--- config.mk ---
export PLATFORM = sky130hd
export DESIGN_NAME = pvsc_top
export DESIGN_NICKNAME = d
export VERILOG_FILES = /design/src/verilog/pvsc_pkg.sv /design/src/verilog/pvsc_top.sv /design/src/verilog/pvsc_latch_bank.sv
export SDC_FILE = /design/constraint.sdc
export NUM_CORES = 1
export LEC_CHECK = 0
export ABC_AREA = 1
export BUFFER_PORTS_ARGS = -buffer_cell sky130_fd_sc_hd__buf_2
export CELL_PAD_IN_SITES_DETAIL_PLACEMENT = 1
export CELL_PAD_IN_SITES_GLOBAL_PLACEMENT = 1
export CORE_MARGIN = 3
export CORE_UTILIZATION = 42
export CTS_BUF_LIST = sky130_fd_sc_hd__clkbuf_16
export CTS_CLUSTER_SIZE = 10
export DETAILED_ROUTE_END_ITERATION = 10
export HOLD_SLACK_MARGIN = 0.12
export PLACE_DENSITY_LB_ADDON = 0.08
export SYNTH_ARGS = -nofsm -noshare
export SYNTH_HDL_FRONTEND = slang
export SYNTH_HIERARCHICAL = 1
export SYNTH_SLANG_ARGS = --single-unit
--- constraint.sdc ---
create_clock -name i_clock -period 1.9 [get_ports i_clock]
set_input_delay 0.095 -clock i_clock [delete_from_list [all_inputs] [get_ports i_clock]]
set_output_delay 0.095 -clock i_clock [all_outputs]
set_load 0.05 [all_outputs]
--- src/verilog/pvsc_pkg.sv ---
// Package for the vendor status and counter register bank of one port.
// Assumes a management frame engine outside that hands over parallel register accesses.
package pvsc_pkg;

    // ========================================
    // Register addresses on the management bus
    localparam logic [4:0]  PVSC_ADDR_ARB_VIEW   = 5'h11;
    localparam logic [4:0]  PVSC_ADDR_PULSE_VIEW = 5'h12;
    localparam logic [4:0]  PVSC_ADDR_USER_WORD  = 5'h14;
    localparam logic [4:0]  PVSC_ADDR_ERR_COUNT  = 5'h15;
    localparam logic [4:0]  PVSC_ADDR_STATUS     = 5'h1c;

    // ========================================
    // Reset values
    localparam logic [15:0] PVSC_USER_WORD_RST   = 16'h0000;
    localparam logic [15:0] PVSC_COUNT_RST       = 16'h0000;
    localparam logic        PVSC_SPLIT_MODE_RST  = 1'b0;
    localparam logic [3:0]  PVSC_NIBBLE_RST      = 4'h0;

    // ========================================
    // Counter field layout
    localparam int          PVSC_MODE_BIT        = 0;
    localparam int          PVSC_RXERR_MSB       = 7;
    localparam int          PVSC_FCAR_LSB        = 8;
    localparam int          PVSC_FCAR_MSB        = 11;
    localparam int          PVSC_DROP_LSB        = 12;
    localparam int          PVSC_DROP_MSB        = 15;

    // ========================================
    // Status register bit positions
    localparam int          PVSC_ST_MISSING_SFD  = 8;
    localparam int          PVSC_ST_CODE_VIOL    = 7;
    localparam int          PVSC_ST_POLARITY     = 6;
    localparam int          PVSC_ST_LINK_DROP    = 5;
    localparam int          PVSC_ST_UNLOCKED     = 4;
    localparam int          PVSC_ST_FALSE_CARR   = 3;
    localparam int          PVSC_ST_JAM          = 2;
    localparam int          PVSC_ST_FAST_UP      = 1;
    localparam int          PVSC_ST_SLOW_UP      = 0;

    // ========================================
    // Latched flag bank indexes
    localparam int          PVSC_LATCH_COUNT     = 6;
    localparam int          PVSC_LF_MISSING_SFD  = 0;
    localparam int          PVSC_LF_CODE_VIOL    = 1;
    localparam int          PVSC_LF_LINK_DROP    = 2;
    localparam int          PVSC_LF_UNLOCKED     = 3;
    localparam int          PVSC_LF_FALSE_CARR   = 4;
    localparam int          PVSC_LF_JAM          = 5;

    // ========================================
    // Error code put on the receive nibble lines after a code violation at 10 Mbit/s
    localparam logic [3:0]  PVSC_CODE_VIOL_NIBBLE = 4'h1;

    // Width of the synchronised level bundle
    localparam int          PVSC_SYNC_WIDTH      = 37;

endpackage

--- src/verilog/pvsc_top.sv ---
// Vendor register bank of one transceiver port: pulse state view, user word,
// receive error counter and device status flags.
// Assumes register accesses and event pulses are on i_clock; state levels are
// asynchronous and are synchronised here.
`timescale 1ns/10ps

module pvsc_top
    import pvsc_pkg::*;
(
    // Clock and reset
    input  wire logic        i_clock,
    input  wire logic        i_rst_b,
    // Register access from the management frame engine
    input  wire logic [4:0]  i_reg_addr,
    input  wire logic        i_reg_wr,
    input  wire logic        i_reg_rd,
    input  wire logic [15:0] i_reg_wdata,
    output logic      [15:0] o_reg_rdata,
    // Autonegotiation state levels
    input  wire logic [12:0] i_arb_states,
    input  wire logic [3:0]  i_flp_rx_busy_states,
    input  wire logic [2:0]  i_flp_rx_states,
    input  wire logic [5:0]  i_nlp_rx_states,
    input  wire logic [5:0]  i_flp_tx_states,
    // Link levels
    input  wire logic        i_speed_100,
    input  wire logic        i_fast_link_up,
    input  wire logic        i_slow_link_up,
    input  wire logic        i_polarity_reversed,
    input  wire logic        i_polarity_fix_enable,
    // Event pulses
    input  wire logic        i_rx_error_event,
    input  wire logic        i_false_carrier_event,
    input  wire logic        i_link_drop_event,
    input  wire logic        i_missing_sfd_event,
    input  wire logic        i_code_violation_event,
    input  wire logic        i_scrambler_unlock_event,
    input  wire logic        i_jam_event,
    // Receive data path
    input  wire logic        i_rx_raw_bit,
    input  wire logic [3:0]  i_rx_nibble,
    output logic             o_rx_corrected_bit,
    output logic      [3:0]  o_rx_nibble_lines,
    // User output
    output logic      [15:0] o_user_word_bus
);

    // ========================================
    // Decode helper
    function automatic logic reg_hit(input logic [4:0] addr, input logic [4:0] offset);
        reg_hit = (addr == offset);
    endfunction

    // ========================================
    // Level synchronisers: first stage feeds only the second
    logic [PVSC_SYNC_WIDTH-1:0] sync_meta;
    logic [PVSC_SYNC_WIDTH-1:0] sync_level;
    logic [PVSC_SYNC_WIDTH-1:0] raw_level;

    assign raw_level = {i_arb_states, i_flp_rx_busy_states, i_flp_rx_states, i_nlp_rx_states,
                        i_flp_tx_states, i_speed_100, i_fast_link_up, i_slow_link_up,
                        i_polarity_reversed, i_polarity_fix_enable};

    always_ff @(posedge i_clock or negedge i_rst_b)
    begin
        if (!i_rst_b)
        begin
            sync_meta  <= '0;
            sync_level <= '0;
        end
        else
        begin
            sync_meta  <= raw_level;
            sync_level <= sync_meta;
        end
    end

    logic [12:0] arb_states;
    logic [3:0]  flp_rx_busy;
    logic [2:0]  flp_rx_states;
    logic [5:0]  nlp_rx_states;
    logic [5:0]  flp_tx_states;
    logic        speed_100;
    logic        fast_link_up;
    logic        slow_link_up;
    logic        polarity_reversed;
    logic        polarity_fix_enable;

    assign {arb_states, flp_rx_busy, flp_rx_states, nlp_rx_states, flp_tx_states, speed_100,
            fast_link_up, slow_link_up, polarity_reversed, polarity_fix_enable} = sync_level;

    // ========================================
    // Access strobes
    logic rd_count;
    logic rd_status;
    logic wr_user;
    logic wr_count;

    assign rd_count  = i_reg_rd && reg_hit(i_reg_addr, PVSC_ADDR_ERR_COUNT);
    assign rd_status = i_reg_rd && reg_hit(i_reg_addr, PVSC_ADDR_STATUS);
    assign wr_user   = i_reg_wr && reg_hit(i_reg_addr, PVSC_ADDR_USER_WORD);
    assign wr_count  = i_reg_wr && reg_hit(i_reg_addr, PVSC_ADDR_ERR_COUNT);

    // ========================================
    // Latched status flags, each gated by the speed it belongs to
    logic [PVSC_LATCH_COUNT-1:0] latch_set;
    logic [PVSC_LATCH_COUNT-1:0] latch_flags;

    always_comb
    begin
        latch_set                      = '0;
        latch_set[PVSC_LF_MISSING_SFD] = i_missing_sfd_event && !speed_100;
        latch_set[PVSC_LF_CODE_VIOL]   = i_code_violation_event && !speed_100;
        latch_set[PVSC_LF_LINK_DROP]   = i_link_drop_event && speed_100;
        latch_set[PVSC_LF_UNLOCKED]    = i_scrambler_unlock_event && speed_100;
        latch_set[PVSC_LF_FALSE_CARR]  = i_false_carrier_event && speed_100;
        latch_set[PVSC_LF_JAM]         = i_jam_event && speed_100;
    end

    pvsc_latch_bank #(
        .WIDTH   (PVSC_LATCH_COUNT)
    ) u_latch_bank (
        .i_clock (i_clock),
        .i_rst_b (i_rst_b),
        .i_set   (latch_set),
        .i_clear (rd_status),
        .o_flags (latch_flags)
    );

    // ========================================
    // User word, counter mode and error counter
    logic [15:0] user_word;
    logic [15:0] next_user_word;
    logic        split_mode;
    logic        next_split_mode;
    logic [15:0] err_count;
    logic [15:0] next_err_count;

    // Read clears first, so an event in the same cycle lands in the fresh count
    always_comb
    begin
        logic [15:0] base;
        base            = rd_count ? PVSC_COUNT_RST : err_count;
        next_user_word  = wr_user ? i_reg_wdata : user_word;
        next_split_mode = wr_count ? i_reg_wdata[PVSC_MODE_BIT] : split_mode;
        if (!split_mode)
            next_err_count = 16'(base + {15'h0000, i_rx_error_event});
        else
        begin
            // Fields wrap independently; a carry never spills into a neighbour
            next_err_count[PVSC_RXERR_MSB:0] =
                8'(base[PVSC_RXERR_MSB:0] + {7'h00, i_rx_error_event});
            next_err_count[PVSC_FCAR_MSB:PVSC_FCAR_LSB] =
                4'(base[PVSC_FCAR_MSB:PVSC_FCAR_LSB] + {3'h0, i_false_carrier_event});
            next_err_count[PVSC_DROP_MSB:PVSC_DROP_LSB] =
                4'(base[PVSC_DROP_MSB:PVSC_DROP_LSB] + {3'h0, i_link_drop_event});
        end
    end

    always_ff @(posedge i_clock or negedge i_rst_b)
    begin
        if (!i_rst_b)
        begin
            user_word  <= PVSC_USER_WORD_RST;
            split_mode <= PVSC_SPLIT_MODE_RST;
            err_count  <= PVSC_COUNT_RST;
        end
        else
        begin
            user_word  <= next_user_word;
            split_mode <= next_split_mode;
            err_count  <= next_err_count;
        end
    end

    assign o_user_word_bus = user_word;

    // ========================================
    // Read data; the counter view never shows the mode bit
    logic [15:0] status_word;
    logic [15:0] next_rdata;

    always_comb
    begin
        status_word                      = '0;
        status_word[PVSC_ST_MISSING_SFD] = latch_flags[PVSC_LF_MISSING_SFD];
        status_word[PVSC_ST_CODE_VIOL]   = latch_flags[PVSC_LF_CODE_VIOL];
        status_word[PVSC_ST_POLARITY]    = polarity_fix_enable && polarity_reversed;
        status_word[PVSC_ST_LINK_DROP]   = latch_flags[PVSC_LF_LINK_DROP];
        status_word[PVSC_ST_UNLOCKED]    = latch_flags[PVSC_LF_UNLOCKED];
        status_word[PVSC_ST_FALSE_CARR]  = latch_flags[PVSC_LF_FALSE_CARR];
        status_word[PVSC_ST_JAM]         = latch_flags[PVSC_LF_JAM];
        status_word[PVSC_ST_FAST_UP]     = fast_link_up;
        status_word[PVSC_ST_SLOW_UP]     = slow_link_up;
        next_rdata = o_reg_rdata;
        if (i_reg_rd)
        begin
            unique case (i_reg_addr)
                PVSC_ADDR_ARB_VIEW:   next_rdata = {3'h0, arb_states};
                PVSC_ADDR_PULSE_VIEW: next_rdata = {|flp_rx_busy, flp_rx_states,
                                                    nlp_rx_states, flp_tx_states};
                PVSC_ADDR_USER_WORD:  next_rdata = user_word;
                PVSC_ADDR_ERR_COUNT:  next_rdata = err_count;
                PVSC_ADDR_STATUS:     next_rdata = status_word;
                default:              next_rdata = 16'h0000;
            endcase
        end
    end

    // ========================================
    // Receive path: polarity fix and error code substitution
    logic       next_rx_bit;
    logic [3:0] next_nibble;

    always_comb
    begin
        next_rx_bit = i_rx_raw_bit ^ (polarity_fix_enable && polarity_reversed);
        // Code only shown in 10 Mbit/s, where the violation is meaningful
        next_nibble = (i_code_violation_event && !speed_100) ? PVSC_CODE_VIOL_NIBBLE : i_rx_nibble;
    end

    always_ff @(posedge i_clock or negedge i_rst_b)
    begin
        if (!i_rst_b)
        begin
            o_reg_rdata        <= 16'h0000;
            o_rx_corrected_bit <= 1'b0;
            o_rx_nibble_lines  <= PVSC_NIBBLE_RST;
        end
        else
        begin
            o_reg_rdata        <= next_rdata;
            o_rx_corrected_bit <= next_rx_bit;
            o_rx_nibble_lines  <= next_nibble;
        end
    end
endmodule

--- src/verilog/pvsc_latch_bank.sv ---
// Bank of latch-high flags cleared by a register read.
// Assumes set pulses and the clear strobe are on i_clock.
`timescale 1ns/10ps

module pvsc_latch_bank
    import pvsc_pkg::*;
#(
    parameter int WIDTH = PVSC_LATCH_COUNT
)
(
    // Clock and reset
    input  wire logic             i_clock,
    input  wire logic             i_rst_b,
    // Flag control
    input  wire logic [WIDTH-1:0] i_set,
    input  wire logic             i_clear,
    // Flag view
    output logic      [WIDTH-1:0] o_flags
);

    logic [WIDTH-1:0] next_flags;

    // ========================================
    // Flag update
    // A set in the clearing cycle survives, so no event slips past a read
    always_comb
    begin
        next_flags = (i_clear ? '0 : o_flags) | i_set;
    end

    always_ff @(posedge i_clock or negedge i_rst_b)
    begin
        if (!i_rst_b)
            o_flags <= '0;
        else
            o_flags <= next_flags;
    end
endmodule

# Word level (Yosys, flattened, before mapping)

Index checks and enable logic that the tools add are counted.

Bits in registers: 134
Input port bits: 74
Output and inout bits: 37
Word-level logic and storage cells: 38

Add/sub/neg operators: 4
Equality and inequality tests: 5
Multiplexer cells: 5
Bitwise logic cells: 2
Reduce and logical (&&, ||, !) cells: 13

Operators by type and width:

| kind                 | count |
|---|---|
| $pmux W16 S5         | 1 |
| $mux W16             | 2 |
| $eq A5 B5 Y1 const B | 5 |
| $add A16 B1 Y16      | 1 |
| $logic_and A1 B1 Y1  | 11 |
| $add A4 B1 Y4        | 2 |
| $add A8 B1 Y8        | 1 |
| $mux W6              | 1 |
| $or A6 B6 Y6         | 1 |
| $mux W4              | 1 |
| $reduce_or A4 Y1     | 1 |
| $logic_not A1 Y1     | 1 |
| $xor A1 B1 Y1        | 1 |

# Longest topological paths before layout

Word-level depth: 5
Mapped depth: 16
Gate-level depth less buffers: 14

# Modules after synthesis

The synthesis kept the hierarchy.

Modules (own cells, without submodules):

| module          | times used | cells an instance | area each (µm²) | seq. area each (µm²) |
|---|---|---|---|---|
| pvsc_top        | 1          | 466               | 5,032.3         | 3,203.1 |
| pvsc_latch_bank | 1          | 25                | 221.5           | 150.1 |

# Worst setup path after synthesis

No wires, ideal clock.

Kind: input port to flip-flop
Start: input i_reg_rd
End: register err_count[11]
Setup time: 0.117 ns
Arrival time: 1.603 ns
Required time: 1.783 ns
Slack: 0.181 ns
Stages on the path: 15
Buffers on the path: 3
Path through: clkbuf_1 -> nand3_4 -> buf_12 -> buf_6 -> nand2_1 -> inv_1 -> ha_1 -> nand3_2 -> inv_1 -> nand2_1 -> nor2_4 -> nand2_1 -> nand2_1 -> nand2_1 -> nand2_1

Longest elaborated chain between the ends: 4
Elaborated cells between the ends (all ways): 5
Those cells by class: 2 x add/sub; 2 x mux; 1 x reduce/logical

Ends and longest elaborated chain:

| item                                             | RTL line                         | source |
|---|---|---|
| from (decl)                                      | pvsc_top.sv:16                   | `input wire logic i_reg_rd,` |
| $logic_and A1 B1 Y1 *                            | pvsc_top.sv:99                   | `assign rd_count = i_reg_rd && reg_hit(i_reg_addr, PVSC_ADDR_ERR_COUNT);` |
| $mux W16 *                                       | pvsc_top.sv:143                  | `base = rd_count ? PVSC_COUNT_RST : err_count;` |
| $add A16 B1 Y16 or $add A4 B1 Y4 (tied branches) | pvsc_top.sv:147, pvsc_top.sv:154 |  |
| $mux W16 *                                       | pvsc_top.sv:146                  | `if (!split_mode)` |
| named net next_err_count[11]                     | pvsc_top.sv:137                  | `logic [15:0] next_err_count;` |
| to (signal assigned)                             | pvsc_top.sv:172                  | `err_count <= next_err_count;` |
| to (decl)                                        | pvsc_top.sv:136                  | `logic [15:0] err_count;` |

The timed path passes the listed nets; every way through them passes the cells marked *.
A chain may end at the register's enable or synchronous reset.

# Final worst setup path

Start: register err_count[0]
End: register err_count[11]

Longest elaborated chain between the ends: 3

Ends and longest elaborated chain:

| item                         | RTL line        | source |
|---|---|---|
| $mux W16                     | pvsc_top.sv:143 |  |
| $add A16 B1 Y16              | pvsc_top.sv:147 | `next_err_count = 16'(base + {15'h0000, i_rx_error_event});` |
| $mux W16                     | pvsc_top.sv:146 |  |
| named net next_err_count[11] | pvsc_top.sv:137 |  |

The timed path passes the listed nets, and every way through them passes these cells.

==> impl_metrics.env <==
export IMPL_setup_violations=0
export IMPL_synth_largest_area_cell="dfrtp_1"
export IMPL_viasPerCell=4.844
export IMPL_cts_root_buffer="clkbuf_16"
export IMPL_worstPathArrival_ns=1.90
export IMPL_drtAntennaViolNets=0
export IMPL_die_y_um=117.8
export IMPL_holdCritPathClass="input port to flop"
export IMPL_clock_latency_ns=0.42
export IMPL_portBuffers=110
export IMPL_ys_warn_count=6
export IMPL_slowest_delay_ns=0.38
export IMPL_clk_path_buf_depth=2
export IMPL_grt_pass1_vias=4885
export IMPL_seq_area_um2=3353
export IMPL_core_area_um2=12110
export IMPL_maxSlewViolCount=0
export IMPL_antenna_found_initial=1
export IMPL_wirelength_um=15960
export IMPL_fin_nets=765
export IMPL_grt_usage=0.2473
export IMPL_drive_gt1_frac=0.2818
export IMPL_dieWidth_um=117.8
export IMPL_syn_avg_cell_area_um2=10.70
export IMPL_synth_compound_area_frac=0.04477
export IMPL_relSlewSlack=0.6547
export IMPL_clkTransAtPathRegs_ns=0.06
export IMPL_cap_violations=0
export IMPL_ir_drop_mv=0.7501
export IMPL_period_share=0.8404
export IMPL_cts_tree="built"
export IMPL_syn2layout_area_growth_pct=39.32
export IMPL_cp_end_kind="flop"
export IMPL_path_class="flop to flop"
export IMPL_cp_max_fo=4
export IMPL_max_freq_mhz=626.3
export IMPL_synth_edf_count=0
export IMPL_synthSimpleGateAreaFrac=0.2122
export IMPL_cp_start_kind="flop"
export IMPL_synth_fa_ha_area_frac=0.01191
export IMPL_grt_pass1_wl_um=26300
export IMPL_hold_viol=0
export IMPL_critPathRequiredTime_ns=2.21
export IMPL_critPathTopFamily="simple AND/OR/NAND/NOR gates"
export IMPL_grt_overflow_total=0
export IMPL_finalCriticalPeriod_ns=1.597
export IMPL_async_reset_ff_frac=1.000
export IMPL_gp_congestion=0.8362
export IMPL_numPlacedInstances=765
export IMPL_cts_setup_buffers=0
export IMPL_power_density_nw_per_um2=1140
export IMPL_ys_flop_type="dfrtp_1"
export IMPL_synth_xor_area_frac=0.006668
export IMPL_synth_mux_area_fraction=0.03787
export IMPL_firstDrtPassIters=4
export IMPL_crit_buf_inv=2
export IMPL_die_area_um2=13890
export IMPL_wl_per_cell_um=18.39
export IMPL_worst_pin_slew_ns=0.5174
export IMPL_grt_max_degree=51
export IMPL_drc_errors=0
export IMPL_power_leakage_nw=3.687
export IMPL_status="completed"
export IMPL_start_util=0.4338
export IMPL_multiInputGateArea_um2=1647
export IMPL_synth_cells=491
export IMPL_ctsHtreeMaxLevel=4
export IMPL_crit_slowest_cell="dfrtp_1"
export IMPL_finalSetupTns_ns=0
export IMPL_crit_path_frequent_cell="nand2_1"
export IMPL_numCtsBuffers=17
export IMPL_io_pin_count=111
export IMPL_yosys_area_top_type_share=0.6382
export IMPL_syn_area_um2=5254
export IMPL_rsz0062_at_grt="false"
export IMPL_rows=40
export IMPL_worstPathCellList="nand2_1 > inv_1 > ha_1 > nand3_2 > inv_1 > nand2_1 > nor2_4 > nand2_1 > nand3b_1 > nand2_1"
export IMPL_dr_total_vias=4205
export IMPL_final_setup_skew_ns=0.008171
export IMPL_ys_seq_elements=134
export IMPL_drt_iter0_markers=141
export IMPL_num_fill_cells=1339
export IMPL_synth_fp_nets=570
export IMPL_synth_cell_types=35
export IMPL_dp_hpwl_um=9921
export IMPL_synth_area_leaders="dfrtp_1 (64%), nand2_1 (10%), inv_1 (2.7%)"
export IMPL_ys_seq_area_frac=0.6382
export IMPL_cts_sinks=134
export IMPL_synth_top_family_by_area="simple AND/OR/NAND/NOR gates"
export IMPL_layout_cells_non_filler=868
kinds of logic after synthesis:
group / count (synthesis)
simple gates: 235
flops: 134
buf+inv: 57
compound gates: 41
mux: 15
fa+ha+maj: 5
xor+xnor: 4
timing repair:
action / CTS / global route
endpoints found under the hold margin: 203 / 0
setup endpoints to repair: 0 / 0
gates resized for setup: 0 / 0
hold buffers: 70 / 0
layout by cell type (no fill, tap or decap), drive strengths merged, types with 9 or more instances in the layout:
master / n
nand2: 144
dfrtp: 134
buf: 119
dlygate4sd3: 70
nor2: 49
inv: 48
nand3: 34
a21oi: 23
clkbuf: 17
mux2: 15
o21ai: 9
synthesized netlist by cell type (3+ instances only):
master    instances
nand3_1          25
nor2_1           37
a21oi_1          23
nor2_2            5
nand2_1         142
nand4_1           4
inv_2             5
nand3_2           5
a22o_1            4
mux2_2            7
nand3_4           4
nor2_4            7
dfrtp_1         134
inv_1            38
ha_1              5
mux2_4            8
buf_2             3
clkbuf_1          6
o21ai_0           9
per-layer routing:
layer	wire, um	share of wire	up-vias	global-route usage
li1	-	-	1958	-
met1	6501	0.41	2097	0.2930
met2	8464	0.53	121	0.4330
met3	529	0.033	29	0.04853
met4	466	0.029	0	0.1165
met5	0	0	-	0
final cells by class:
class	count	area share
Antenna cell	1	0.0003419
Sequential cell	134	0.4581
Inverter	44	0.02274
Timing Repair Buffer	189	0.1827
Tap cell	168	0.02872
Multi-Input combinational cell	300	0.2250
Clock inverter	15	0.02427
Clock buffer	17	0.05812
per-stage QoR:
step	utilization	hold slack (ns)	worst slack (ns)	cell area, um^2	power (mW)
3_3_place_gp	0.4965	0.06921	0.2370	6013	4.822
4_1_cts	0.6041	0.1634	0.2962	7317	8.396
2_1_floorplan	-	-0.2006	0.1807	5254	4.379
5_1_grt	0.6043	0.1958	0.1759	7320	8.725
3_5_place_dp	0.4965	0.07307	0.1197	6013	4.891
6_report	0.6043	0.1796	0.3033	7320	8.345
worst paths after layout:
check / startpoint / endpoint / slack [ns] / depth (start not counted)
max: err_count[0]$_DFF_PN0_ / err_count[11]$_DFF_PN0_ / 0.30 / 10
max in group asynchronous: i_rst_b / o_user_word_bus[14]$_DFFE_PN0P_ / 1.01 / 3
min reg2reg: sync_meta[24]$_DFF_PN0_ / sync_level[24]$_DFF_PN0_ / 0.34 / 0
min in group asynchronous: i_rst_b / err_count[9]$_DFF_PN0_ / 0.20 / 2
min: i_reg_rd / o_reg_rdata[9]$_DFFE_PN0P_ / 0.18 / 4
max reg2reg: err_count[0]$_DFF_PN0_ / err_count[11]$_DFF_PN0_ / 0.30 / 10
sequential cells by signal, indices dropped and copies added (netlist names):
register and count:
sync_level 37, u_latch_bank/o_flags 6, o_reg_rdata 16, split_mode 1
o_user_word_bus 16, sync_meta 37, err_count 16, o_rx_corrected_bit 1
o_rx_nibble_lines 4
power by group:
part | switching (mW) | total (mW) | internal (mW)
clock | 1.28 | 3.35 | 2.07
sequential | 0.339 | 3.51 | 3.17
combinational | 0.962 | 1.48 | 0.523
tightest hold or removal path, cell delays in order:
cell	delay [ns]
buf_2	0.14
buf_4	0.20
nand2_1	0.08
nand2_1	0.04
Power figures use the tool's default switching activity.
